## config.mk

```make
export PLATFORM = sky130hd
export DESIGN_NAME = csas_top
export DESIGN_NICKNAME = d
export VERILOG_FILES = /design/src/rtl/csas_top.v
export VERILOG_INCLUDE_DIRS = /design/src /design/src/rtl
export SDC_FILE = /design/constraint.sdc
export NUM_CORES = 1
export LEC_CHECK = 0
export ABC_AREA = 1
export BUFFER_PORTS_ARGS = -buffer_cell sky130_fd_sc_hd__buf_4
export CORE_ASPECT_RATIO = 0.9
export CORE_MARGIN = 8
export CORE_UTILIZATION = 40
export DETAILED_ROUTE_END_ITERATION = 12
export GPL_ROUTABILITY_DRIVEN = 0
export PLACE_DENSITY_LB_ADDON = 0.1
export SKIP_CTS_REPAIR_TIMING = 1
export SLEW_MARGIN = 20
export SYNTH_ARGS = -nofsm -noshare
export SYNTH_HDL_FRONTEND = slang
export SYNTH_SLANG_ARGS = --single-unit
```

## constraint.sdc

```tcl
create_clock -name pclk -period 11.25 [get_ports pclk]
set_clock_uncertainty 0.05 [all_clocks]
set_input_delay 2.25 -clock pclk [delete_from_list [all_inputs] [get_ports pclk]]
set_output_delay 2.25 -clock pclk [all_outputs]
set_load 0.02 [all_outputs]
```

## src/rtl/csas_map.vh

```
// Register map, field layout and reset values of the clock status and serial port clock block
`ifndef CSAS_MAP_VH
`define CSAS_MAP_VH

`define CSAS_ADDR_W         12
`define CSAS_OFF_MAIN_CFG   12'h100
`define CSAS_OFF_ASYNC_CFG  12'h104
`define CSAS_OFF_MAIN_TICK  12'h108
`define CSAS_OFF_ASYNC_TICK 12'h10C
`define CSAS_OFF_PORT_CFG   12'h110
`define CSAS_OFF_PORT_STS   12'h120
`define CSAS_PORT_STRIDE    12'h004
`define CSAS_OFF_CLK_STATUS 12'h160
`define CSAS_OFF_FAMILY     12'h164

// Domain configuration word
`define CSAS_CFG_FREQ       2:0
`define CSAS_CFG_SRC        6:3
`define CSAS_CFG_RATE       11:7
`define CSAS_CFG_RATE_FAM   11:10
`define CSAS_CFG_WMASK      32'h0000_0FFF
`define CSAS_CFG_RST        32'h0000_0000
`define CSAS_FAM_441        2'h1

// Domain sample tick period in pclk cycles
`define CSAS_TICK_WMASK     32'h0000_FFFF
`define CSAS_TICK_RST       16'h0200

// Serial port configuration word
`define CSAS_PC_HALF        7:0
`define CSAS_PC_HFRAME      15:8
`define CSAS_PC_BMST        16
`define CSAS_PC_LMST        17
`define CSAS_PC_DOM         18
`define CSAS_PC_WMASK       32'h0007_FFFF
`define CSAS_PC_RST         32'h0000_2004

// Serial port slip counters
`define CSAS_PS_DROP        7:0
`define CSAS_PS_REP         15:8
`define CSAS_CNT_MAX        8'hFF
`define CSAS_CNT_ONE        8'h01

// Clock domain status word
`define CSAS_ST_AFREQ       15:13
`define CSAS_ST_ASRC        12:9
`define CSAS_ST_MFREQ       6:4
`define CSAS_ST_MSRC        3:0
`define CSAS_ST_HI          31:16
`define CSAS_ST_GAP         8:7

`endif

```

## src/rtl/csas_top.v

```verilog
// Clock domain status register and serial port bit and frame clock control
//
// Contract
// [RULE_01] Async domain frequency code is read-only at status bits 15:13.
// [RULE_02] Async domain source code is read-only at status bits 12:9.
// [RULE_03] Main domain frequency code is read-only at status bits 6:4.
// [RULE_04] Main domain source code is read-only at status bits 3:0.
// [RULE_05] Async rate code 01XXX selects the 44.1 kHz frequency family.
// [RULE_06] Main rate code 01XXX selects the 44.1 kHz frequency family.
// [RULE_07] Master port generates and drives its bit clock and frame clock.
// [RULE_08] Slave port takes bit clock and frame clock from the host.
// [RULE_09] Bit clock and frame clock directions are chosen independently.
// [RULE_10] Port clocks are synchronised to their assigned main or async domain.
// [RULE_11] Host keeps a slave port's domain locked to the incoming frame clock.
// [RULE_12] An unlocked slave frame clock drops or repeats samples; count those slips.
// [RULE_13] Status register ignores writes and always shows the settings in effect.
`timescale 1ns/1ns
`include "csas_map.vh"

module csas_top #(
    parameter NP = 3
) (
    input  wire                    pclk,
    input  wire                    presetn,
    input  wire                    psel,
    input  wire                    penable,
    input  wire                    pwrite,
    input  wire [`CSAS_ADDR_W-1:0] paddr,
    input  wire [31:0]             pwdata,
    output reg  [31:0]             prdata,
    output wire                    pready,
    output wire                    pslverr,
    input  wire [NP-1:0]           serial_port_bit_clock_pin,
    output wire [NP-1:0]           serial_port_bit_clock_drive,
    output wire [NP-1:0]           serial_port_bit_clock_oe,
    input  wire [NP-1:0]           serial_port_frame_clock_pin,
    output wire [NP-1:0]           serial_port_frame_clock_drive,
    output wire [NP-1:0]           serial_port_frame_clock_oe,
    output wire [NP-1:0]           serial_port_slip
);

////////////////////////////////////////////////////////////////////////////////
// APB decode

wire        setup_ph  = psel & ~penable;
wire        access_ph = psel & penable;
wire        wr        = access_ph & pwrite;
wire [31:0] wmask_pc  = `CSAS_PC_WMASK;
wire [31:0] wmask_cfg = `CSAS_CFG_WMASK;
wire [31:0] wmask_tk  = `CSAS_TICK_WMASK;

wire hit_mcfg  = (paddr == `CSAS_OFF_MAIN_CFG);
wire hit_acfg  = (paddr == `CSAS_OFF_ASYNC_CFG);
wire hit_mtick = (paddr == `CSAS_OFF_MAIN_TICK);
wire hit_atick = (paddr == `CSAS_OFF_ASYNC_TICK);
wire hit_stat  = (paddr == `CSAS_OFF_CLK_STATUS);
wire hit_fam   = (paddr == `CSAS_OFF_FAMILY);

wire [NP-1:0]    hit_pcfg;
wire [NP-1:0]    hit_psts;
wire [32*NP-1:0] pcfg_all;
wire [32*NP-1:0] psts_all;

wire mapped = hit_mcfg | hit_acfg | hit_mtick | hit_atick | hit_stat | hit_fam
              | (|hit_pcfg) | (|hit_psts);

// Every register answers in its first access cycle, so no wait states are inserted
assign pready  = 1'b1;
// Unmapped offsets complete with pslverr set; writes there are dropped and reads return zero
assign pslverr = access_ph & ~mapped;

////////////////////////////////////////////////////////////////////////////////
// Domain configuration and sample ticks

reg [31:0] main_cfg_r;
reg [31:0] async_cfg_r;
reg [15:0] main_period_r;
reg [15:0] async_period_r;
reg [15:0] main_cnt_r;
reg [15:0] async_cnt_r;

// A zero period acts as one tick per cycle rather than wrapping to the top count
wire [15:0] main_lim  = (main_period_r == 16'h0000) ? 16'h0000 : main_period_r - 16'h0001;
wire [15:0] async_lim = (async_period_r == 16'h0000) ? 16'h0000 : async_period_r - 16'h0001;

// Compare with >= so a period shortened below the running count ticks at once
wire main_tick  = (main_cnt_r >= main_lim);
wire async_tick = (async_cnt_r >= async_lim);

always @(posedge pclk or negedge presetn) begin
    if (!presetn) begin
        main_cfg_r     <= `CSAS_CFG_RST;
        async_cfg_r    <= `CSAS_CFG_RST;
        main_period_r  <= `CSAS_TICK_RST;
        async_period_r <= `CSAS_TICK_RST;
    end else begin
        // Only the defined configuration bits are stored
        if (wr && hit_mcfg) begin
            main_cfg_r <= pwdata & wmask_cfg;
        end
        if (wr && hit_acfg) begin
            async_cfg_r <= pwdata & wmask_cfg;
        end
        if (wr && hit_mtick) begin
            main_period_r <= pwdata[15:0] & wmask_tk[15:0];
        end
        if (wr && hit_atick) begin
            async_period_r <= pwdata[15:0] & wmask_tk[15:0];
        end
    end
end

// Free-running sample ticks stand in for the two domain sample clocks
always @(posedge pclk or negedge presetn) begin
    if (!presetn) begin
        main_cnt_r  <= 16'h0000;
        async_cnt_r <= 16'h0000;
    end else begin
        main_cnt_r  <= main_tick ? 16'h0000 : main_cnt_r + 16'h0001;
        async_cnt_r <= async_tick ? 16'h0000 : async_cnt_r + 16'h0001;
    end
end

////////////////////////////////////////////////////////////////////////////////
// Clock domain status

// Fields track the configuration live; there is no write path
wire [31:0] clk_status;
// Reserved codes pass through as written; nothing filters them
assign clk_status[`CSAS_ST_HI]    = 16'h0000;
assign clk_status[`CSAS_ST_AFREQ] = async_cfg_r[`CSAS_CFG_FREQ];  // RULE_01
assign clk_status[`CSAS_ST_ASRC]  = async_cfg_r[`CSAS_CFG_SRC];   // RULE_02
assign clk_status[`CSAS_ST_GAP]   = 2'h0;
assign clk_status[`CSAS_ST_MFREQ] = main_cfg_r[`CSAS_CFG_FREQ];   // RULE_03
assign clk_status[`CSAS_ST_MSRC]  = main_cfg_r[`CSAS_CFG_SRC];    // RULE_04

// Bit 1 set: async codes read as 44.1 kHz family; bit 0 likewise for main
wire async_fam441 = (async_cfg_r[`CSAS_CFG_RATE_FAM] == `CSAS_FAM_441);  // RULE_05
wire main_fam441  = (main_cfg_r[`CSAS_CFG_RATE_FAM] == `CSAS_FAM_441);   // RULE_06
wire [31:0] fam_status = {30'h0000_0000, async_fam441, main_fam441};

////////////////////////////////////////////////////////////////////////////////
// Serial ports

genvar i;
generate
    for (i = 0; i < NP; i = i + 1) begin : g_port
        // Offsets are worked out at full width, then cut to the bus address width
        localparam integer A_CFG_FULL = `CSAS_OFF_PORT_CFG + `CSAS_PORT_STRIDE * i;
        localparam integer A_STS_FULL = `CSAS_OFF_PORT_STS + `CSAS_PORT_STRIDE * i;
        localparam [`CSAS_ADDR_W-1:0] A_CFG = A_CFG_FULL[`CSAS_ADDR_W-1:0];
        localparam [`CSAS_ADDR_W-1:0] A_STS = A_STS_FULL[`CSAS_ADDR_W-1:0];

        reg [31:0] cfg_r;
        reg        b_s1_r;
        reg        b_s2_r;
        reg        b_s3_r;
        reg        l_s1_r;
        reg        l_s2_r;
        reg [7:0]  div_r;
        reg        bgen_r;
        reg [7:0]  bits_r;
        reg        lgen_r;
        reg        lprev_r;
        reg [1:0]  ticks_r;
        reg [7:0]  drop_r;
        reg [7:0]  rep_r;
        reg        slip_r;

        assign hit_pcfg[i] = (paddr == A_CFG);
        assign hit_psts[i] = (paddr == A_STS);
        assign pcfg_all[32*i +: 32] = cfg_r;
        assign psts_all[32*i +: 32] = {16'h0000, rep_r, drop_r};

        wire       bmst  = cfg_r[`CSAS_PC_BMST];
        wire       lmst  = cfg_r[`CSAS_PC_LMST];
        wire       tick  = cfg_r[`CSAS_PC_DOM] ? async_tick : main_tick;  // RULE_10
        wire [7:0] half  = (cfg_r[`CSAS_PC_HALF] == 8'h00) ? 8'h01 : cfg_r[`CSAS_PC_HALF];
        wire [7:0] hfrm  = (cfg_r[`CSAS_PC_HFRAME] == 8'h00) ? 8'h01 : cfg_r[`CSAS_PC_HFRAME];
        wire       btgl  = (div_r >= half - 8'h01);
        // Falling bit clock edge from the generator or from the synchronised pin
        wire       bfall = bmst ? (btgl & bgen_r) : (b_s3_r & ~b_s2_r);  // RULE_09
        wire       lnow  = lmst ? lgen_r : l_s2_r;                         // RULE_09
        wire       lrise = lnow & ~lprev_r;
        wire       frm_restart = lmst & tick;
        // The first rise after a mode change may report one spurious slip
        wire       chk   = lrise & ~lmst;
        wire [1:0] seen  = (ticks_r == 2'h2) ? 2'h2 : ticks_r + {1'b0, tick};
        wire       drop  = chk & (seen == 2'h0);                           // RULE_12
        wire       rep   = chk & (seen == 2'h2);                           // RULE_12
        wire       sclr  = wr & hit_psts[i];

        assign serial_port_bit_clock_drive[i]   = bgen_r;                  // RULE_07
        assign serial_port_bit_clock_oe[i]      = bmst;                    // RULE_07 RULE_08
        assign serial_port_frame_clock_drive[i] = lgen_r;                  // RULE_07
        assign serial_port_frame_clock_oe[i]    = lmst;                    // RULE_07 RULE_08
        assign serial_port_slip[i]              = slip_r;

        always @(posedge pclk or negedge presetn) begin
            if (!presetn) begin
                cfg_r <= `CSAS_PC_RST;
            end else if (wr && hit_pcfg[i]) begin
                cfg_r <= pwdata & wmask_pc;
            end
        end

        // Pin inputs pass two flops before any logic reads them
        always @(posedge pclk or negedge presetn) begin
            if (!presetn) begin
                b_s1_r <= 1'b0;
                b_s2_r <= 1'b0;
                b_s3_r <= 1'b0;
                l_s1_r <= 1'b0;
                l_s2_r <= 1'b0;
            end else begin
                // The third bit clock flop only feeds the falling edge detector
                b_s1_r <= serial_port_bit_clock_pin[i];                    // RULE_08
                b_s2_r <= b_s1_r;
                b_s3_r <= b_s2_r;
                l_s1_r <= serial_port_frame_clock_pin[i];                  // RULE_08
                l_s2_r <= l_s1_r;
            end
        end

        // Bit and frame generators; a master frame restarts on each domain tick
        always @(posedge pclk or negedge presetn) begin
            if (!presetn) begin
                div_r  <= 8'h00;
                bgen_r <= 1'b0;
                bits_r <= 8'h00;
                lgen_r <= 1'b0;
            end else if (frm_restart) begin                                // RULE_10
                div_r  <= 8'h00;
                bgen_r <= 1'b0;
                bits_r <= 8'h00;
                lgen_r <= 1'b1;
            end else begin
                div_r  <= btgl ? 8'h00 : div_r + 8'h01;
                bgen_r <= btgl ? ~bgen_r : bgen_r;                         // RULE_07
                // In mixed mode the frame counts falls of the incoming bit clock
                if (bfall) begin
                    if (bits_r >= hfrm - 8'h01) begin
                        bits_r <= 8'h00;
                        lgen_r <= ~lgen_r;                                 // RULE_07
                    end else begin
                        bits_r <= bits_r + 8'h01;
                    end
                end
            end
        end

        // Domain ticks seen per incoming frame: none is a drop, two or more a repeat
        always @(posedge pclk or negedge presetn) begin
            if (!presetn) begin
                lprev_r <= 1'b0;
                ticks_r <= 2'h0;
                slip_r  <= 1'b0;
            end else begin
                lprev_r <= lnow;
                ticks_r <= lrise ? 2'h0 : seen;
                slip_r  <= drop | rep;                                     // RULE_12
            end
        end

        // Saturating slip counters; a slip in the clearing cycle still counts
        always @(posedge pclk or negedge presetn) begin
            if (!presetn) begin
                drop_r <= 8'h00;
                rep_r  <= 8'h00;
            end else begin
                if (sclr) begin
                    drop_r <= drop ? `CSAS_CNT_ONE : 8'h00;
                end else if (drop && drop_r != `CSAS_CNT_MAX) begin
                    drop_r <= drop_r + 8'h01;                              // RULE_12
                end
                if (sclr) begin
                    rep_r <= rep ? `CSAS_CNT_ONE : 8'h00;
                end else if (rep && rep_r != `CSAS_CNT_MAX) begin
                    rep_r <= rep_r + 8'h01;                                // RULE_12
                end
            end
        end
    end
endgenerate

////////////////////////////////////////////////////////////////////////////////
// Read data, captured in the setup phase

reg [31:0] rd_mux;
integer    k;

always @* begin
    rd_mux = 32'h0000_0000;
    if (hit_mcfg) begin
        rd_mux = main_cfg_r;
    end
    if (hit_acfg) begin
        rd_mux = async_cfg_r;
    end
    if (hit_mtick) begin
        rd_mux = {16'h0000, main_period_r};
    end
    if (hit_atick) begin
        rd_mux = {16'h0000, async_period_r};
    end
    if (hit_stat) begin
        rd_mux = clk_status;                                               // RULE_13
    end
    if (hit_fam) begin
        rd_mux = fam_status;
    end
    // Port words decode last; their offsets never overlap the fixed ones
    for (k = 0; k < NP; k = k + 1) begin
        if (hit_pcfg[k]) begin
            rd_mux = pcfg_all[32*k +: 32];
        end
        if (hit_psts[k]) begin
            rd_mux = psts_all[32*k +: 32];
        end
    end
end

// Loading at setup keeps prdata steady through the whole access phase
always @(posedge pclk or negedge presetn) begin
    if (!presetn) begin
        prdata <= 32'h0000_0000;
    end else if (setup_ph && !pwrite) begin
        prdata <= rd_mux;
    end
end

endmodule

```

-- Word level (Yosys, flattened, before mapping)
Index checks and enable logic that the tools add are counted.
- muxes and demuxes: 85
- add/subtract/negate cells: 25
- eq/ne operators: 26
- $lt $le $gt $ge: 8
- reduce and logical (&&, ||, !) cells: 46
- bitwise operators: 55
- operator list (kind ; count):
    $mux W8 ; 33
    $eq A12 B9 Y1 const B ; 12
    $mux W16 ; 8
    $mux W19 ; 6
    $add A8 B1 Y8 const B ; 12
    $ge A8 B8 Y1 ; 6
    $logic_not A8 Y1 ; 6
    $ne A8 B8 Y1 const B ; 6
    $sub A8 B1 Y8 const B ; 6
    $add A16 B1 Y16 const B ; 2
    $ge A16 B16 Y1 ; 2
    $logic_not A16 Y1 ; 2
    $sub A16 B1 Y16 const B ; 2
    $mux W1 ; 30
    $reduce_bool A2 Y1 ; 15
    $and A1 B1 Y1 ; 28
    $mux W12 ; 2
    $not A1 Y1 ; 17
    $logic_and A1 B1 Y1 ; 14
    $eq A2 B2 Y1 const B ; 6
    $mux W2 ; 6
    $or A1 B1 Y1 ; 10
    $add A2 B1 Y2 ; 3
    $logic_not A2 Y1 ; 3
    other kinds (4) ; 8
- logic and storage cells: 297
- output and inout port bits: 49
- input port bits: 55
- bits in registers: 306

-- Logic depth before layout (Yosys ltp)
- depth in word-level cells: 13
- mapped depth: 32
- mapped depth without buffers: 32

-- Worst setup path after synthesis
Ideal clock, no wire load.
- path type: input to output
- start: input port paddr[8]
- end: output port pslverr
- path buffers: 1
- data arrival time: 3626 ps
- data required time: 8950 ps
- stages on the path: 8
- setup slack: 5324 ps
- cells stage by stage: inv_1 -> nor2_2 -> nand3_1 -> nor2_4 -> nand2_1 -> buf_2 -> nand4_1 -> nor4_1
- word-level cells in the longest chain between the ends: 10
- elaborated cells between the ends (all ways): 23
- classes of those cells: 12 x eq/ne; 9 x bitwise; 2 x reduce/logical
- RTL lines (item ; line ; RTL):
    start: declaration ; csas_top.v:28 ; input wire [`CSAS_ADDR_W-1:0] paddr,
    $eq A12 B9 Y1 (no line) ; - ;
    $or A1 B1 Y1 (5 in series) ; csas_top.v:64 ; wire mapped = hit_mcfg | hit_acfg | hit_mtick | hit_atick | hit_stat | hit_fam
    $or A1 B1 Y1 ; csas_top.v:65 ; | (|hit_pcfg) | (|hit_psts);
    $or A1 B1 Y1 (*) ; csas_top.v:65 ;
    $not A1 Y1 (*) ; csas_top.v:70 ; assign pslverr = access_ph & ~mapped;
    $and A1 B1 Y1 (*) ; csas_top.v:70 ;
    end: declaration ; csas_top.v:32 ; output wire pslverr,
Every way passes the cells marked *; elsewhere a longest branch is shown, timed or not.

-- Final worst setup path
Same ends and word-level chain as after synthesis.

==> implementation parameters <==
Parameter                              Value

Clock network
  Buffer type at the clock tree root ... sky130_fd_sc_hd__clkbuf_16
  CTS HTree Levels ... 2
  Number of sinks handled by clock tree synthesis ... around 290
  Number of buffers created by CTS ... 37
  Clock transition at the registers of the reported paths ... ~0.060 ns
  Max Root-Sink Buffers ... 3
  Clock tree from TritonCTS ... done
  Worst skew pair latency ... around 0.56 ns

Synth
  Synthesized cell area ... around 18000 sq um
  Area share of the largest cell type after synthesis ... 39.2%
  Post-synthesis cell type with the largest combined area ... sky130_fd_sc_hd__dfrtp_1
  Distinct cells, synth ... 54
  Number of synthesized flops with an enable pin ... 0
  Syn Area/Cell ... 7.47 sq um
  Yosys reg bits ... between 200 and 300
  Primary flip-flop cell chosen by synthesis mapping ... sky130_fd_sc_hd__dfrtp_1
  Proportion of synthesized chip area in sequential cells ... 40.3%
  Dominant cells by area after synthesis ... sky130_fd_sc_hd__dfrtp_1, sky130_fd_sc_hd__nand2_1, sky130_fd_sc_hd__ha_1
  Syn. warnings ... 0
  Synth Instances ... about 2400
  Fraction of registers with async set or reset after synthesis ... between 90% and 100%

Timing
  # setup viols final ... 0
  Hold Vio Cnt, Final ... 0
  Slew at the pin closest to its max-slew limit ... between 1 and 1.5 ns
  Total count of max-transition violations in the final report ... 0
  Maximum operating frequency ... 155 MHz
  Minimum period implied by the final worst setup slack ... ~6.5 ns
  Final Hold Slack ... slightly below 0.3 ns
  Max_slew headroom ... 27.7%
  Setup repair after global routing missed its margin ... no
  Setup TNS Final ... 0 ns
  Final worst path period share ... around 57%

Worst hold path
  Class of the tightest hold or removal check ... register to register
  Worst-case hold path end point ... g_port[1].b_s2_r$_DFF_PN0_
  Worst hold start ... g_port[1].b_s1_r$_DFF_PN0_
  Cell depth of the worst min-delay path ... 0

Floorplanning
  Placeable Area ... approximately 45000 sq um
  X dimension of the die ... about 240 um
  Row cnt ... 74
  Die area ... 52600 sq um
  IO Pins ... 104
  Die span in y ... 218 um
  Effective utilization at floorplan ... just over 40%

Power
  IR Drop Worst-Case VDD ... 109 uV
  Total power of the final layout ... between 2 and 3 mW
  Pwr dens ... roughly 130 nW/um^2
  Leakage power ... between 10 and 15 nW

Global route
  Pin count of the biggest net entering global routing ... a little over 80
  Vias in the first global route ... about 15000
  Global-route wire length before repair ... between 80000 and 90000 um
  Remaining Overflow, GRT ... 0
  Overall global routing resource usage ... 20.6%
  Initial antenna violation count ... 0

Critical path
  Worst-path maximum fanout ... 20
  Crit Path Category ... input pin to primary output
  Nature of the critical path endpoint ... primary output
  Critical path data required time ... around 9.0 ns
  CP startpoint kind ... input pin
  Length in cells of the worst reg-to-reg path ... 27
  FF-to-FF setup slack ... between 5 and 6 ns
  Arr. time, crit path ... ~4.2 ns
  End of the worst register-to-register path ... g_port[1].drop_r[4]$_DFFE_PN0P_
  Reg2Reg Launch Point ... main_period_r[6]$_DFFE_PN0P_

Drt
  Number of nets with antenna violations after detailed routing ... 0
  Met3 routed WL ... ~4000 um
  Detailed-routing iteration count for the pre-antenna-repair pass ... 5
  DR WL met2 ... approximately 22000 um
  Overall via count from detail_route ... roughly 16000
  Total wirelength of the detailed-routed design ... between 50000 and 60000 um
  Top routing layer in use ... met4
  Iteration-0 DRC count of the detailed router ... ~1300
  Metal1 wirelength ... around 26000 um
  Routed len/inst ... roughly 17 um
  Via density ... around 5.1
  DRC errors left ... 0

Status
  Outcome ... finished, final reports clean

Cells and area
  Diodes inserted ... 0
  Leading cell type in the layout, fill and taps excluded ... sky130_fd_sc_hd__nand2_1
  Synthesis-to-finish area growth ... 12.8%
  Count of nets after finishing ... 2656
  Most used cells in the layout excluding fill and tap cells ... sky130_fd_sc_hd__nand2_1, sky130_fd_sc_hd__inv_1, sky130_fd_sc_hd__dfrtp_1, sky130_fd_sc_hd__o21ai_0, sky130_fd_sc_hd__nor2_1
  Fraction of layout instances using a drive strength above 1 ... around 8.8%

Run
  Number of max-capacitance violations reported ... 0

Placed design
  Detailed placer's ending HPWL ... 40000 um
  Count of input and output buffers ... 76
kinds of logic after synthesis:
family,synth area share (%)
compound gates,12.5
fa+ha+maj,7.36
flops,40.3
simple gates,27.4
buf+inv,9.62
other cells,0.0413
xor+xnor,2.69
report_power, final:
part | total (mW) | internal [mW] | leakage [nW] | switching (mW)
logic | 0.336 | 0.102 | 5.53 | 0.233
registers | 1.16 | 1.12 | 3.95 | 0.0437
clock network | 1.26 | 0.777 | 0.634 | 0.483
per-layer routing:
layer  GRT usage [%]  up-vias
met2            29.5      437
li1                -     8017
met5               0        -
met4            6.17        0
met3            4.46       82
met1            30.6     7494
cell usage after synthesis, drive strengths merged, types with 3 or more instances:
cell,instances
a211oi,3
a21oi,131
a31oi,14
buf,40
clkbuf,34
dfrtp,285
dfstp,8
ha,107
inv,357
nand2,601
nand3,140
nand3b,18
nand4,26
nor2,194
nor3,78
nor3b,15
nor4,14
o211ai,10
o21a,4
o21ai,242
o21bai,4
o31ai,4
o41ai,6
or2,25
xnor2,16
xor2,40
flip-flops by register name, summed over array words and instances, names as in the netlist, 6 cells and up:
register,count
async_cfg_r,12
async_cnt_r,16
async_period_r,16
g_port.bits_r,24
g_port.cfg_r,57
g_port.div_r,24
g_port.drop_r,24
g_port.rep_r,24
g_port.ticks_r,6
main_cfg_r,12
main_cnt_r,16
main_period_r,16
prdata,19
worst max-delay path, stage by stage:
cell,delay (ns)
sky130_fd_sc_hd__buf_4,0.12
sky130_fd_sc_hd__inv_1,0.06
sky130_fd_sc_hd__nor2_2,0.06
sky130_fd_sc_hd__nand3_1,0.14
sky130_fd_sc_hd__nor2_4,0.10
sky130_fd_sc_hd__nand2_1,0.49
sky130_fd_sc_hd__nand4_1,0.16
sky130_fd_sc_hd__nor4_1,0.52
sky130_fd_sc_hd__buf_4,0.26
final cells by class:
cell class	instances	area, sq um
fillers	4634	24700
multi-input cells	1721	9160
flip-flops and latches	293	7340
inverters	359	1350
clock buffers	52	1060
well taps	608	761
repair buffers	82	623
clock inverters	15	229
worst max path at each step:
stage,start,endpoint,slack (ns),cells past startpoint
finish,paddr[8],pslverr,4.78,9
global route,paddr[8],pslverr,4.62,9
CTS,paddr[8],pslverr,4.76,9
detailed placement,paddr[8],pslverr,4.75,9
global placement,paddr[8],pslverr,4.72,9
floorplan,paddr[8],pslverr,5.32,8
per-stage QoR:
| stage | instance area, sq um | util (%) | worst slack, ns | instances |
|---|---|---|---|---|
| 2_1_floorplan | 18200 | - | 5.32 | 2447 |
| 3_3_place_gp | 19200 | 42.6 | 4.72 | 3063 |
| 3_5_place_dp | 19200 | 42.6 | 4.75 | 3063 |
| 4_1_cts | 20500 | 45.4 | 4.76 | 3130 |
| 5_1_grt | 20500 | 45.4 | 4.62 | 3130 |
| 6_report | 20500 | 45.4 | 4.78 | 3130 |
(Power assumes the default switching activity.)
